### config.mk
export PLATFORM = sky130hd
export DESIGN_NAME = sagen_top
export DESIGN_NICKNAME = d
export VERILOG_FILES = /design/src/include/sagen_pkg.sv /design/src/hw/sagen_offset.sv /design/src/hw/sagen_top.sv
export SDC_FILE = /design/constraint.sdc
export NUM_CORES = 1
export LEC_CHECK = 0
export BUFFER_PORTS_ARGS = -buffer_cell sky130_fd_sc_hd__buf_4
export CAP_MARGIN = 20
export CORE_MARGIN = 3
export CORE_UTILIZATION = 35
export CTS_BUF_LIST = sky130_fd_sc_hd__clkbuf_16
export CTS_CLUSTER_DIAMETER = 40
export DETAILED_ROUTE_END_ITERATION = 6
export SYNTH_ARGS = -nofsm -noshare
export SYNTH_HDL_FRONTEND = slang
export SYNTH_SLANG_ARGS = --single-unit
### constraint.sdc
create_clock -name clk_i -period 1 [get_ports clk_i]
set_input_delay 0.05 -clock clk_i [delete_from_list [all_inputs] [get_ports clk_i]]
set_output_delay 0.05 -clock clk_i [all_outputs]
set_load 0.03 [all_outputs]
### src/include/sagen_pkg.sv
/*
  package for the segment address generator: segment selection codes,
  access kinds, addressing-mode field layout and request/answer structs.
  assumes the execute unit decodes prefixes and the second instruction byte.
*/
// How it works
// instruction fetches use code segment base with fetch pointer as offset.
// code-segment override applies to general variable and group A source accesses.
// stack segment for stack-pointer accesses and default for frame-base offsets.
// stack-segment override applies to general variable and group A source accesses.
// offsets without frame base as base default to data segment 0.
// group A source data uses data segment 0 with source index offset.
// data-0 override replaces stack segment for frame-based offsets.
// group B destination uses data segment 1 with destination index offset.
// data-1 override applies to general variable and group A source accesses.
// operand offset is unsigned 16 bits from selected segment base.
// offset computation chosen by second instruction byte addressing field.
// offset is displacement plus base plus index, any combination.
// displacement is 8-bit or 16-bit immediate.
// segment bases lie on any 16-byte boundary.
// physical address is segment value shifted left four plus offset.
// overrides ignored for fetch, stack-pointer and group B destination accesses.
// physical addresses are 20 bits wide.
// carry out of bit 15 discarded; offset wraps within segment.
`default_nettype none
package sagen_pkg;
  // ----------------------------------------------------------------
  // widths
  // ----------------------------------------------------------------
  localparam int WORD_W = 16;
  localparam int PHYS_W = 20;
  localparam int SEG_SHIFT = 4;

  // ----------------------------------------------------------------
  // segment codes and access kinds
  // ----------------------------------------------------------------
  typedef enum logic [1:0] {
    SEG_DATA1 = 2'b00,
    SEG_CODE  = 2'b01,
    SEG_STACK = 2'b10,
    SEG_DATA0 = 2'b11
  } sagen_seg_type;

  typedef enum logic [2:0] {
    ACC_FETCH   = 3'b000,
    ACC_STACK   = 3'b001,
    ACC_OPERAND = 3'b010,
    ACC_SRC_A   = 3'b011,
    ACC_DST_B   = 3'b100
  } sagen_acc_type;

  // ----------------------------------------------------------------
  // second-byte field layout: mode [7:6], r/m [2:0]
  // ----------------------------------------------------------------
  localparam int MOD_HI = 7;
  localparam int MOD_LO = 6;
  localparam int RM_HI  = 2;
  localparam int RM_LO  = 0;
  localparam logic [1:0] MOD_NODISP = 2'h0;
  localparam logic [1:0] MOD_DISP8  = 2'h1;
  localparam logic [1:0] MOD_DISP16 = 2'h2;
  localparam logic [2:0] RM_DIRECT  = 3'h6;

  typedef struct packed {
    logic [15:0] base_reg;       // general base register value
    logic [15:0] frame_base_reg;
    logic [15:0] source_index_reg;
    logic [15:0] dest_index_reg;
    logic [15:0] stack_top_offset;
    logic [15:0] fetch_pointer;
  } sagen_regs_type;

  typedef struct packed {
    logic [15:0] code_seg_base;
    logic [15:0] stack_seg_base;
    logic [15:0] data0_seg_base;
    logic [15:0] data1_seg_base;
  } sagen_segs_type;

  typedef struct packed {
    logic          valid;
    sagen_acc_type kind;
    logic [7:0]    modrm;
    logic [15:0]   disp;       // low byte only used for 8-bit displacement
    logic          ovr_valid;
    sagen_seg_type ovr_seg;
  } sagen_req_type;

  typedef struct packed {
    logic          valid;
    sagen_seg_type seg;
    logic [15:0]   offset;
    logic [19:0]   phys;
  } sagen_ans_type;
endpackage
`default_nettype wire
### src/hw/sagen_offset.sv
/*
  operand offset adder: decodes the addressing-mode byte and sums
  displacement, base and index. purely combinational.
  assumes register values are stable while the request is presented.
*/
`timescale 1ns/1ps
`default_nettype none
module sagen_offset (
  // request
  input  wire logic [7:0]  modrm_i,
  input  wire logic [15:0] disp_i,
  // register file
  input  wire sagen_pkg::sagen_regs_type regs_i,
  // result
  output logic [15:0]      offset_o,
  output logic             frame_based_o
);
  logic [15:0] base_term;
  logic [15:0] index_term;
  logic [15:0] disp_term;
  logic [1:0]  mode;
  logic [2:0]  rm;

  // ----------------------------------------------------------------
  // term selection
  // ----------------------------------------------------------------
  always_comb begin
    mode = modrm_i[sagen_pkg::MOD_HI:sagen_pkg::MOD_LO];
    rm = modrm_i[sagen_pkg::RM_HI:sagen_pkg::RM_LO];
    base_term = 16'h0000;
    index_term = 16'h0000;
    frame_based_o = 1'b0;
    unique case (rm)
      3'h0: begin
        base_term = regs_i.base_reg;
        index_term = regs_i.source_index_reg;
      end
      3'h1: begin
        base_term = regs_i.base_reg;
        index_term = regs_i.dest_index_reg;
      end
      3'h2: begin
        base_term = regs_i.frame_base_reg;
        index_term = regs_i.source_index_reg;
        frame_based_o = 1'b1;
      end
      3'h3: begin
        base_term = regs_i.frame_base_reg;
        index_term = regs_i.dest_index_reg;
        frame_based_o = 1'b1;
      end
      3'h4: index_term = regs_i.source_index_reg;
      3'h5: index_term = regs_i.dest_index_reg;
      3'h6: begin
        // register mode acts like no displacement: direct, not frame based
        if (mode == sagen_pkg::MOD_DISP8 || mode == sagen_pkg::MOD_DISP16) begin
          base_term = regs_i.frame_base_reg;
          frame_based_o = 1'b1;
        end
      end
      3'h7: base_term = regs_i.base_reg;
    endcase
    // 8-bit displacement sign-extended, 16-bit taken whole
    unique case (mode)
      sagen_pkg::MOD_DISP8:  disp_term = {{8{disp_i[7]}}, disp_i[7:0]};
      sagen_pkg::MOD_DISP16: disp_term = disp_i;
      default:               disp_term = (rm == sagen_pkg::RM_DIRECT) ? disp_i : 16'h0000;
    endcase
    offset_o = 16'(disp_term + base_term + index_term);
  end
endmodule
`default_nettype wire

### src/hw/sagen_top.sv
/*
  segment address generator: picks the segment for each memory reference
  and forms the 20-bit physical address handed to the bus control unit.
  assumes the execute unit presents one request per cycle with valid set;
  the answer follows one clock later and holds until the next request.
*/
`timescale 1ns/1ps
`default_nettype none
module sagen_top (
  // clock and reset
  input  wire logic clk_i,
  input  wire logic rst_n_i,
  // from execute unit
  input  wire sagen_pkg::sagen_req_type  req_i,
  input  wire sagen_pkg::sagen_regs_type regs_i,
  input  wire sagen_pkg::sagen_segs_type segs_i,
  // to bus control unit
  output sagen_pkg::sagen_ans_type       ans_o
);
  sagen_pkg::sagen_ans_type ans;
  sagen_pkg::sagen_ans_type next_ans;
  sagen_pkg::sagen_seg_type sel_seg;
  logic [15:0] operand_offset;
  logic        frame_based;
  logic [15:0] offset;
  logic [15:0] seg_val;
  logic        ovr_ok;

  sagen_offset u_offset (
    .modrm_i       (req_i.modrm),
    .disp_i        (req_i.disp),
    .regs_i        (regs_i),
    .offset_o      (operand_offset),
    .frame_based_o (frame_based)
  );

  // ----------------------------------------------------------------
  // segment and offset selection
  // ----------------------------------------------------------------
  always_comb begin
    ovr_ok = 1'b0;
    sel_seg = sagen_pkg::SEG_DATA0;
    offset = operand_offset;
    unique case (req_i.kind)
      sagen_pkg::ACC_FETCH: begin
        sel_seg = sagen_pkg::SEG_CODE;
        offset = regs_i.fetch_pointer;
      end
      sagen_pkg::ACC_STACK: begin
        sel_seg = sagen_pkg::SEG_STACK;
        offset = regs_i.stack_top_offset;
      end
      sagen_pkg::ACC_SRC_A: begin
        sel_seg = sagen_pkg::SEG_DATA0;
        offset = regs_i.source_index_reg;
        ovr_ok = 1'b1;
      end
      sagen_pkg::ACC_DST_B: begin
        sel_seg = sagen_pkg::SEG_DATA1;
        offset = regs_i.dest_index_reg;
      end
      sagen_pkg::ACC_OPERAND: begin
        sel_seg = frame_based ? sagen_pkg::SEG_STACK : sagen_pkg::SEG_DATA0;
        ovr_ok = 1'b1;
      end
      default: begin
        sel_seg = sagen_pkg::SEG_DATA0;
      end
    endcase
    if (ovr_ok && req_i.ovr_valid) begin
      sel_seg = req_i.ovr_seg;
    end
    unique case (sel_seg)
      sagen_pkg::SEG_CODE:  seg_val = segs_i.code_seg_base;
      sagen_pkg::SEG_STACK: seg_val = segs_i.stack_seg_base;
      sagen_pkg::SEG_DATA0: seg_val = segs_i.data0_seg_base;
      sagen_pkg::SEG_DATA1: seg_val = segs_i.data1_seg_base;
    endcase
    next_ans = ans;
    next_ans.valid = req_i.valid;
    if (req_i.valid) begin
      next_ans.seg = sel_seg;
      next_ans.offset = offset;
      // unsigned base on 16-byte boundary plus unsigned offset, 20 bits
      next_ans.phys = 20'({seg_val, 4'h0} + {4'h0, offset});
    end
  end

  // ----------------------------------------------------------------
  // answer register
  // ----------------------------------------------------------------
  always_ff @(posedge clk_i or negedge rst_n_i) begin
    if (!rst_n_i) begin
      ans <= '0;
    end else begin
      ans <= next_ans;
    end
  end

  assign ans_o = ans;
endmodule
`default_nettype wire

=== Yosys cells after proc, flatten, opt, wreduce, memory -nomap -nowiden ===
Cells that the tools add are included.
Widths: inputs -> output; s select.

* Bits in registers: 39
* Bits of input ports: 193
* Output and inout port bits: 39
* Logic and storage cells: 46

* Add/subtract/negate cells: 3
* Eq/ne operators: 16
* Mux-type cells: 13
* Reductions and logical operators: 10

{| class="wikitable"
|+ Operator list
! operator !! number
|-
| $pmux 16 s4 || 2
|-
| $pmux 16 s2 || 2
|-
| $pmux 16 s3 || 1
|-
| $add 16x16->16 || 2
|-
| $mux 16 || 2
|-
| $add 20x16->20 || 1
|-
| $eq 3x3->1 const B || 5
|-
| $eq 3x2->1 const B || 4
|-
| $reduce_or 3->1 || 3
|-
| $pmux 2 s4 || 1
|-
| $eq 2x2->1 const B || 3
|-
| $eq 3x1->1 const B || 2
|-
| $logic_not 3->1 || 2
|-
| $eq 2x1->1 const B || 2
|-
| $reduce_or 2->1 || 2
|-
| $mux 1 || 3
|-
| $logic_not 2->1 || 1
|-
| $mux 2 || 1
|-
| $pmux 1 s2 || 1
|-
| $logic_and 1x1->1 || 1
|-
| $logic_or 1x1->1 || 1
|}

=== Logic depth before layout (Yosys ltp) ===
* Word-level depth: 10
* Gate-level depth with buffers: 28
* Gate-level depth less buffers: 27

=== By module ===
A second synthesis with hierarchy kept.

* Cell total of the unflattened synthesis: 620
* Area, all modules: 5,032.3 um2

{| class="wikitable"
|+ Modules (own cells, without submodules)
! module !! times used !! cells each !! area an instance (um2) !! sequential area each (um2)
|-
| sagen_top || 1 || 399 || 3,350.7 || 875.8
|-
| sagen_offset || 1 || 221 || 1,681.6 || 0.0
|}

=== Worst setup path before layout ===
Ideal clock, no wire load.

* Path kind: input to register
* Start: input port req_i[25] in the netlist's numbering
* End: register ans, in the netlist ans_o[14]
* Library setup time: 125 ps
* Data arrival time: 5,175 ps
* Data required time: 875 ps
* Setup slack: -4,300 ps
* Stages: 28
* Path buffers: 2
* Cells stage by stage: inv_1 -> ha_1 -> o21ai_1 -> and2_1 -> buf_1 -> clkbuf_1 -> a22oi_1 -> fa_1 -> inv_1 -> ha_1 -> inv_1 -> fa_1 -> nand2b_1 -> nand2b_1 -> a21oi_1 -> xnor2_1 -> nand2_1 -> o221ai_1 -> fa_1 -> a21o_1 -> a21oi_1 -> o21bai_1 -> a21oi_1 -> nor2b_1 -> a221oi_2 -> o21ai_1 -> xor2_1 -> mux2_2

* Elaborated cells between the ends (all ways): 20
* Classes of those cells: add/sub (3); eq/ne (5); mux (10); reduce/logical (2)

{| class="wikitable"
|+ RTL lines
! element !! line !! text
|-
| start: declaration || sagen_top.sv:14 || <nowiki>input wire sagen_pkg::sagen_req_type req_i,</nowiki>
|-
| $eq 2x1->1 / $eq 2x2->1 (equally long branches) || sagen_offset.sv:56, sagen_offset.sv:64 ||
|-
| $logic_or 1x1->1 || sagen_offset.sv:56 || <nowiki>if (mode == sagen_pkg::MOD_DISP8 || mode == sagen_pkg::MOD_DISP16) begin</nowiki>
|-
| $mux 16 || sagen_offset.sv:56 ||
|-
| $pmux 16 s3 || sagen_offset.sv:33 || <nowiki>unique case (rm)</nowiki>
|-
| $add 16x16->16 * (2 in series) || sagen_offset.sv:69 || <nowiki>offset_o = 16'(disp_term + base_term + index_term);</nowiki>
|-
| $pmux 16 s4 * || sagen_top.sv:44 || <nowiki>unique case (req_i.kind)</nowiki>
|-
| via offset[5] || sagen_top.sv:25 || <nowiki>logic [15:0] offset;</nowiki>
|-
| $add 20x16->20 * || sagen_top.sv:85 || <nowiki>next_ans.phys = 20'({seg_val, 4'h0} + {4'h0, offset});</nowiki>
|-
| end signal: assignment || sagen_top.sv:96 || <nowiki>ans <= next_ans;</nowiki>
|-
| end: declaration || sagen_top.sv:20 || <nowiki>sagen_pkg::sagen_ans_type ans;</nowiki>
|}

Mark *: on every way through the listed nets, which the timed path passes. The rest lies on a longest branch.
A chain may end at the register's enable or synchronous reset.

=== Worst setup path in the final report ===
Ends and elaborated chain as after synthesis.

==> flow_results.org <==
** Run status
- The checks that failed: negative setup slack.
- Status :: complete, but fails checks

** Setup path
- Worst setup path class :: primary input to register
- The worst register-to-register path has a depth of 1.
- Flop-to-flop setup slack :: ~0.21 ns
- Critical path arrival :: 4.75 ns
- In this run the worst path has a maximum fanout of 7.
- Worst Path Required :: 1.16 ns
- Critical path's top delay family :: compound AO/OA/AOI/OAI gates
- Total stage count of the critical path :: 28
- The critical path contains buffers and inverters numbering 4 combined.
- STA classifies the critical path endpoint as a register.
- CP most frequent cell :: sky130_fd_sc_hd__ha_4
- Startpoint Class :: primary input
- Highest-delay cell along the critical path :: sky130_fd_sc_hd__fa_1
- Largest incremental delay on the critical path :: around 0.49 ns

** Timing
- Number of hold-slack violations in the final timing report :: 0
- Final count of negative-setup-slack endpoints :: 33
- Count of pins over their slew limit :: 0
- Max-slew headroom :: 63.1%
- Unrepaired setup endpoints after global routing :: yes
- After layout, the worst setup slack is -3.58 ns.
- For the final database, setup skew stands at 0 ns.
- At the pin with the least slew margin, the transition time is approximately 0.55 ns.
- Fin crit share :: 458%
- Time the worst path needs with I/O delays and setup :: 4.58 ns
- Timing would allow up to 218 MHz.

** Worst hold path
- Along the worst hold path, the cell count comes to 3.
- Worst Hold Class :: primary input to register

** Finish
- At the end of the flow, the number of nets in the layout was between 1000 and 1500.
- In the layout the commonest cells are sky130_fd_sc_hd__buf_4 (403), sky130_fd_sc_hd__nor2_1 (51), sky130_fd_sc_hd__nand2_1 (47).
- Excluding fillers, the count of instances in the completed layout stands at 1174.
- Count of antenna diodes in the layout :: 0
- Flip-flop count of the largest register after layout :: 35
- Cells with a size suffix above 1 make up 58.3% of the layout.
- Most frequent standard cell in the layout excluding fill and tap cells :: sky130_fd_sc_hd__buf_4
- End-of-flow core utilization :: 67.7%
- Synth-to-layout area growth :: 84.7%
- Filler Cell Count :: 1112

** Synthesis
- After synthesis the netlist holds a flip-flop and latch count of 35.
- Dividing the synthesized area by the synthesized cell count gives a little over 8 µm².
- Top_reg_cell synth :: sky130_fd_sc_hd__dfrtp_1
- Number of warnings issued by yosys :: 0
- sky130_fd_sc_hd__dfrtp_1 takes more of the synthesized area than any other cell.
- Synthesis handed over a netlist of 598 instances.
- After synthesis, the cell types taking the most area are sky130_fd_sc_hd__dfrtp_1 (18%), sky130_fd_sc_hd__mux2_2 (11%), sky130_fd_sc_hd__mux2i_1 (8.1%), sky130_fd_sc_hd__fa_1 (6.9%), sky130_fd_sc_hd__ha_1 (6.8%).
- The share of the Yosys chip area taken by registers is 17.7%.
- Fraction of registers with async set or reset after synthesis :: 100%
- Yosys mapped a number of flops with a built-in enable equal to 0.
- Mapped Nets :: around 840
- Top-area cell type share of the netlist area :: 17.7%
- After synthesis the cells add up to 4950 µm².
- The number of different library cells used by synthesis comes to 62.

** Clock tree
- In this run the number of H-tree levels came out at 2.
- Worst-skew pair later-pin latency :: ~0.27 ns
- The tree built by TritonCTS fans out to 35 sinks.
- Clock tree from TritonCTS :: built
- Counting along the longest clock path gives a buffer depth of 2.
- Clock transition at the register clock pins on the worst setup and hold paths after CTS :: 0.05 ns
- Clock tree synthesis selected as its root buffer the cell sky130_fd_sc_hd__clkbuf_16.
- Buffers inserted during clock tree synthesis total 5.

** Route
- Wires add up to 21.2 mm.
- The final route contains 6060 vias.
- The detailed router finished its first iteration with 369 violations.
- Via density :: 5.16
- The count of nets left with antenna violations once routing finished came out at 0.
- Wire length per cell after detailed routing :: 18.0 µm
- The first detailed-routing pass took 5 iterations.
- In the routed design, unresolved DRC markers number 0.

** Global route
- Number of antenna violations at the first check in global routing :: 0
- Overall overflow remaining after global route :: 0
- All-layer global routing usage :: 26.1%
- Vias in the first global route :: 6380
- Global-route wire length before repair :: about 33 mm
- Pin count of the biggest net entering global routing :: 36

** Placement
- At the end of routability-driven placement, the weighted congestion stood at around 0.95.
- HPWL Detailed :: 17.4 mm
- The count of buffers added on input and output ports is 228.
- Including well taps, the total number of placed cells is about 1100.

** Floorplanning
- The floorplan step defined a die boundary enclosing approximately 16000 µm².
- The die is 125 µm wide.
- Height of the chip :: 125 µm
- Io pins :: about 230
- Starting density of the core :: 36.6%
- The total area inside the core boundary comes to about 14000 µm².
- Row count :: 42

** Run
- Max-cap violations in this run came to 0.

** Power
- In this run the static leakage power is roughly 4.6 nW.
- The worst-case IR drop observed on VDD is 1010 µV.
- For this design the ratio of total power to cell area is 1700 nW/µm².
[power by group]
group	internal, W	switching, W	total (W)
Clock	0.000894	0.000551	0.00144
Sequential	0.00194	0.000363	0.00230
Combinational	0.00619	0.00563	0.0118
Total	0.00903	0.00654	0.0156
[area by class of cell]
type	instances	area, µm²	area share, %
clock buffers	5	125	1.37
clock inverters	2	8.76	0.0959
inverters	34	135	1.48
multi-input cells	492	4430	48.5
flip-flops and latches	35	876	9.59
well taps	176	220	2.41
repair buffers	430	3340	36.6
[routing by layer]
layer | wire, µm | global-route usage [%]
met1 | 9430 | 35.0
met4 | 46 | 2.36
met3 | 1120 | 3.99
met2 | 10600 | 46.0
met5 | 0 | 0
[repair_timing]
action / in CTS / in global routing
endpoints found under the hold margin: 36 / 0
hold buffers: 2 / 0
gates resized for setup: 69 / 44
setup buffers: 36 / 11
pin swaps: 41 / 29
setup endpoints to repair: 33 / 33
[synth_stat cells (7+ instances only)]
| cell | n |
|---|---|
| sky130_fd_sc_hd__nand2b_1 | 8 |
| sky130_fd_sc_hd__nor2_1 | 58 |
| sky130_fd_sc_hd__nor2b_1 | 9 |
| sky130_fd_sc_hd__o21a_1 | 7 |
| sky130_fd_sc_hd__nand3_1 | 8 |
| sky130_fd_sc_hd__buf_2 | 7 |
| sky130_fd_sc_hd__mux2i_1 | 40 |
| sky130_fd_sc_hd__o21ai_0 | 16 |
| sky130_fd_sc_hd__a22oi_1 | 18 |
| sky130_fd_sc_hd__fa_1 | 17 |
| sky130_fd_sc_hd__a21oi_1 | 55 |
| sky130_fd_sc_hd__xnor2_1 | 17 |
| sky130_fd_sc_hd__and2_1 | 8 |
| sky130_fd_sc_hd__ha_1 | 27 |
| sky130_fd_sc_hd__clkbuf_1 | 19 |
| sky130_fd_sc_hd__nand2_1 | 52 |
| sky130_fd_sc_hd__inv_1 | 34 |
| sky130_fd_sc_hd__a21o_1 | 9 |
| sky130_fd_sc_hd__a31oi_1 | 8 |
| sky130_fd_sc_hd__mux2_2 | 47 |
| sky130_fd_sc_hd__dfrtp_1 | 35 |
[path summary, 6_finish.rpt]
path	endpoint	start
setup / recovery	ans_o[14]	req_i[25]
hold / removal	ans_o[35]	req_i[30]
setup reg to reg	ans_o[26]	ans_o[26]
hold reg to reg	ans_o[29]	ans_o[29]
max in group asynchronous	ans_o[15]	rst_n_i
min in group asynchronous	ans_o[37]	rst_n_i
[cells by family after synthesis]
group	count (synthesis)	synth area share (%)
DFF	35	17.7
adders and majority gates	44	13.7
muxes	88	19.1
AOI/OAI and AO/OA	170	23.5
buffers and inverters	71	6.25
and+or+nand+nor	167	15.5
xor gates and xnor gates	23	4.22
[tightest hold or removal path, stage by stage]
cell	delay (ns)
sky130_fd_sc_hd__buf_4	0.14
sky130_fd_sc_hd__buf_4	0.19
sky130_fd_sc_hd__a31oi_1	0.08
[through the flow]
stage / TNS (ns) / hold WS [ns] / worst slack [ns] / power (W) / instance area, µm²
floorplan: -77.90 / -0.246 / -3.49 / 0.00792 / 5290
finish: -82.38 / 0.224 / -3.58 / 0.0156 / 9140
detailed placement: -92.81 / 0.0332 / -3.96 / 0.0122 / 8220
CTS: -81.42 / 0.209 / -3.50 / 0.0149 / 8960
global placement: -90.04 / 0.0204 / -3.79 / 0.0121 / 8220
global route: -87.13 / 0.223 / -3.81 / 0.0167 / 9140
Power figures use the tool's default switching activity.
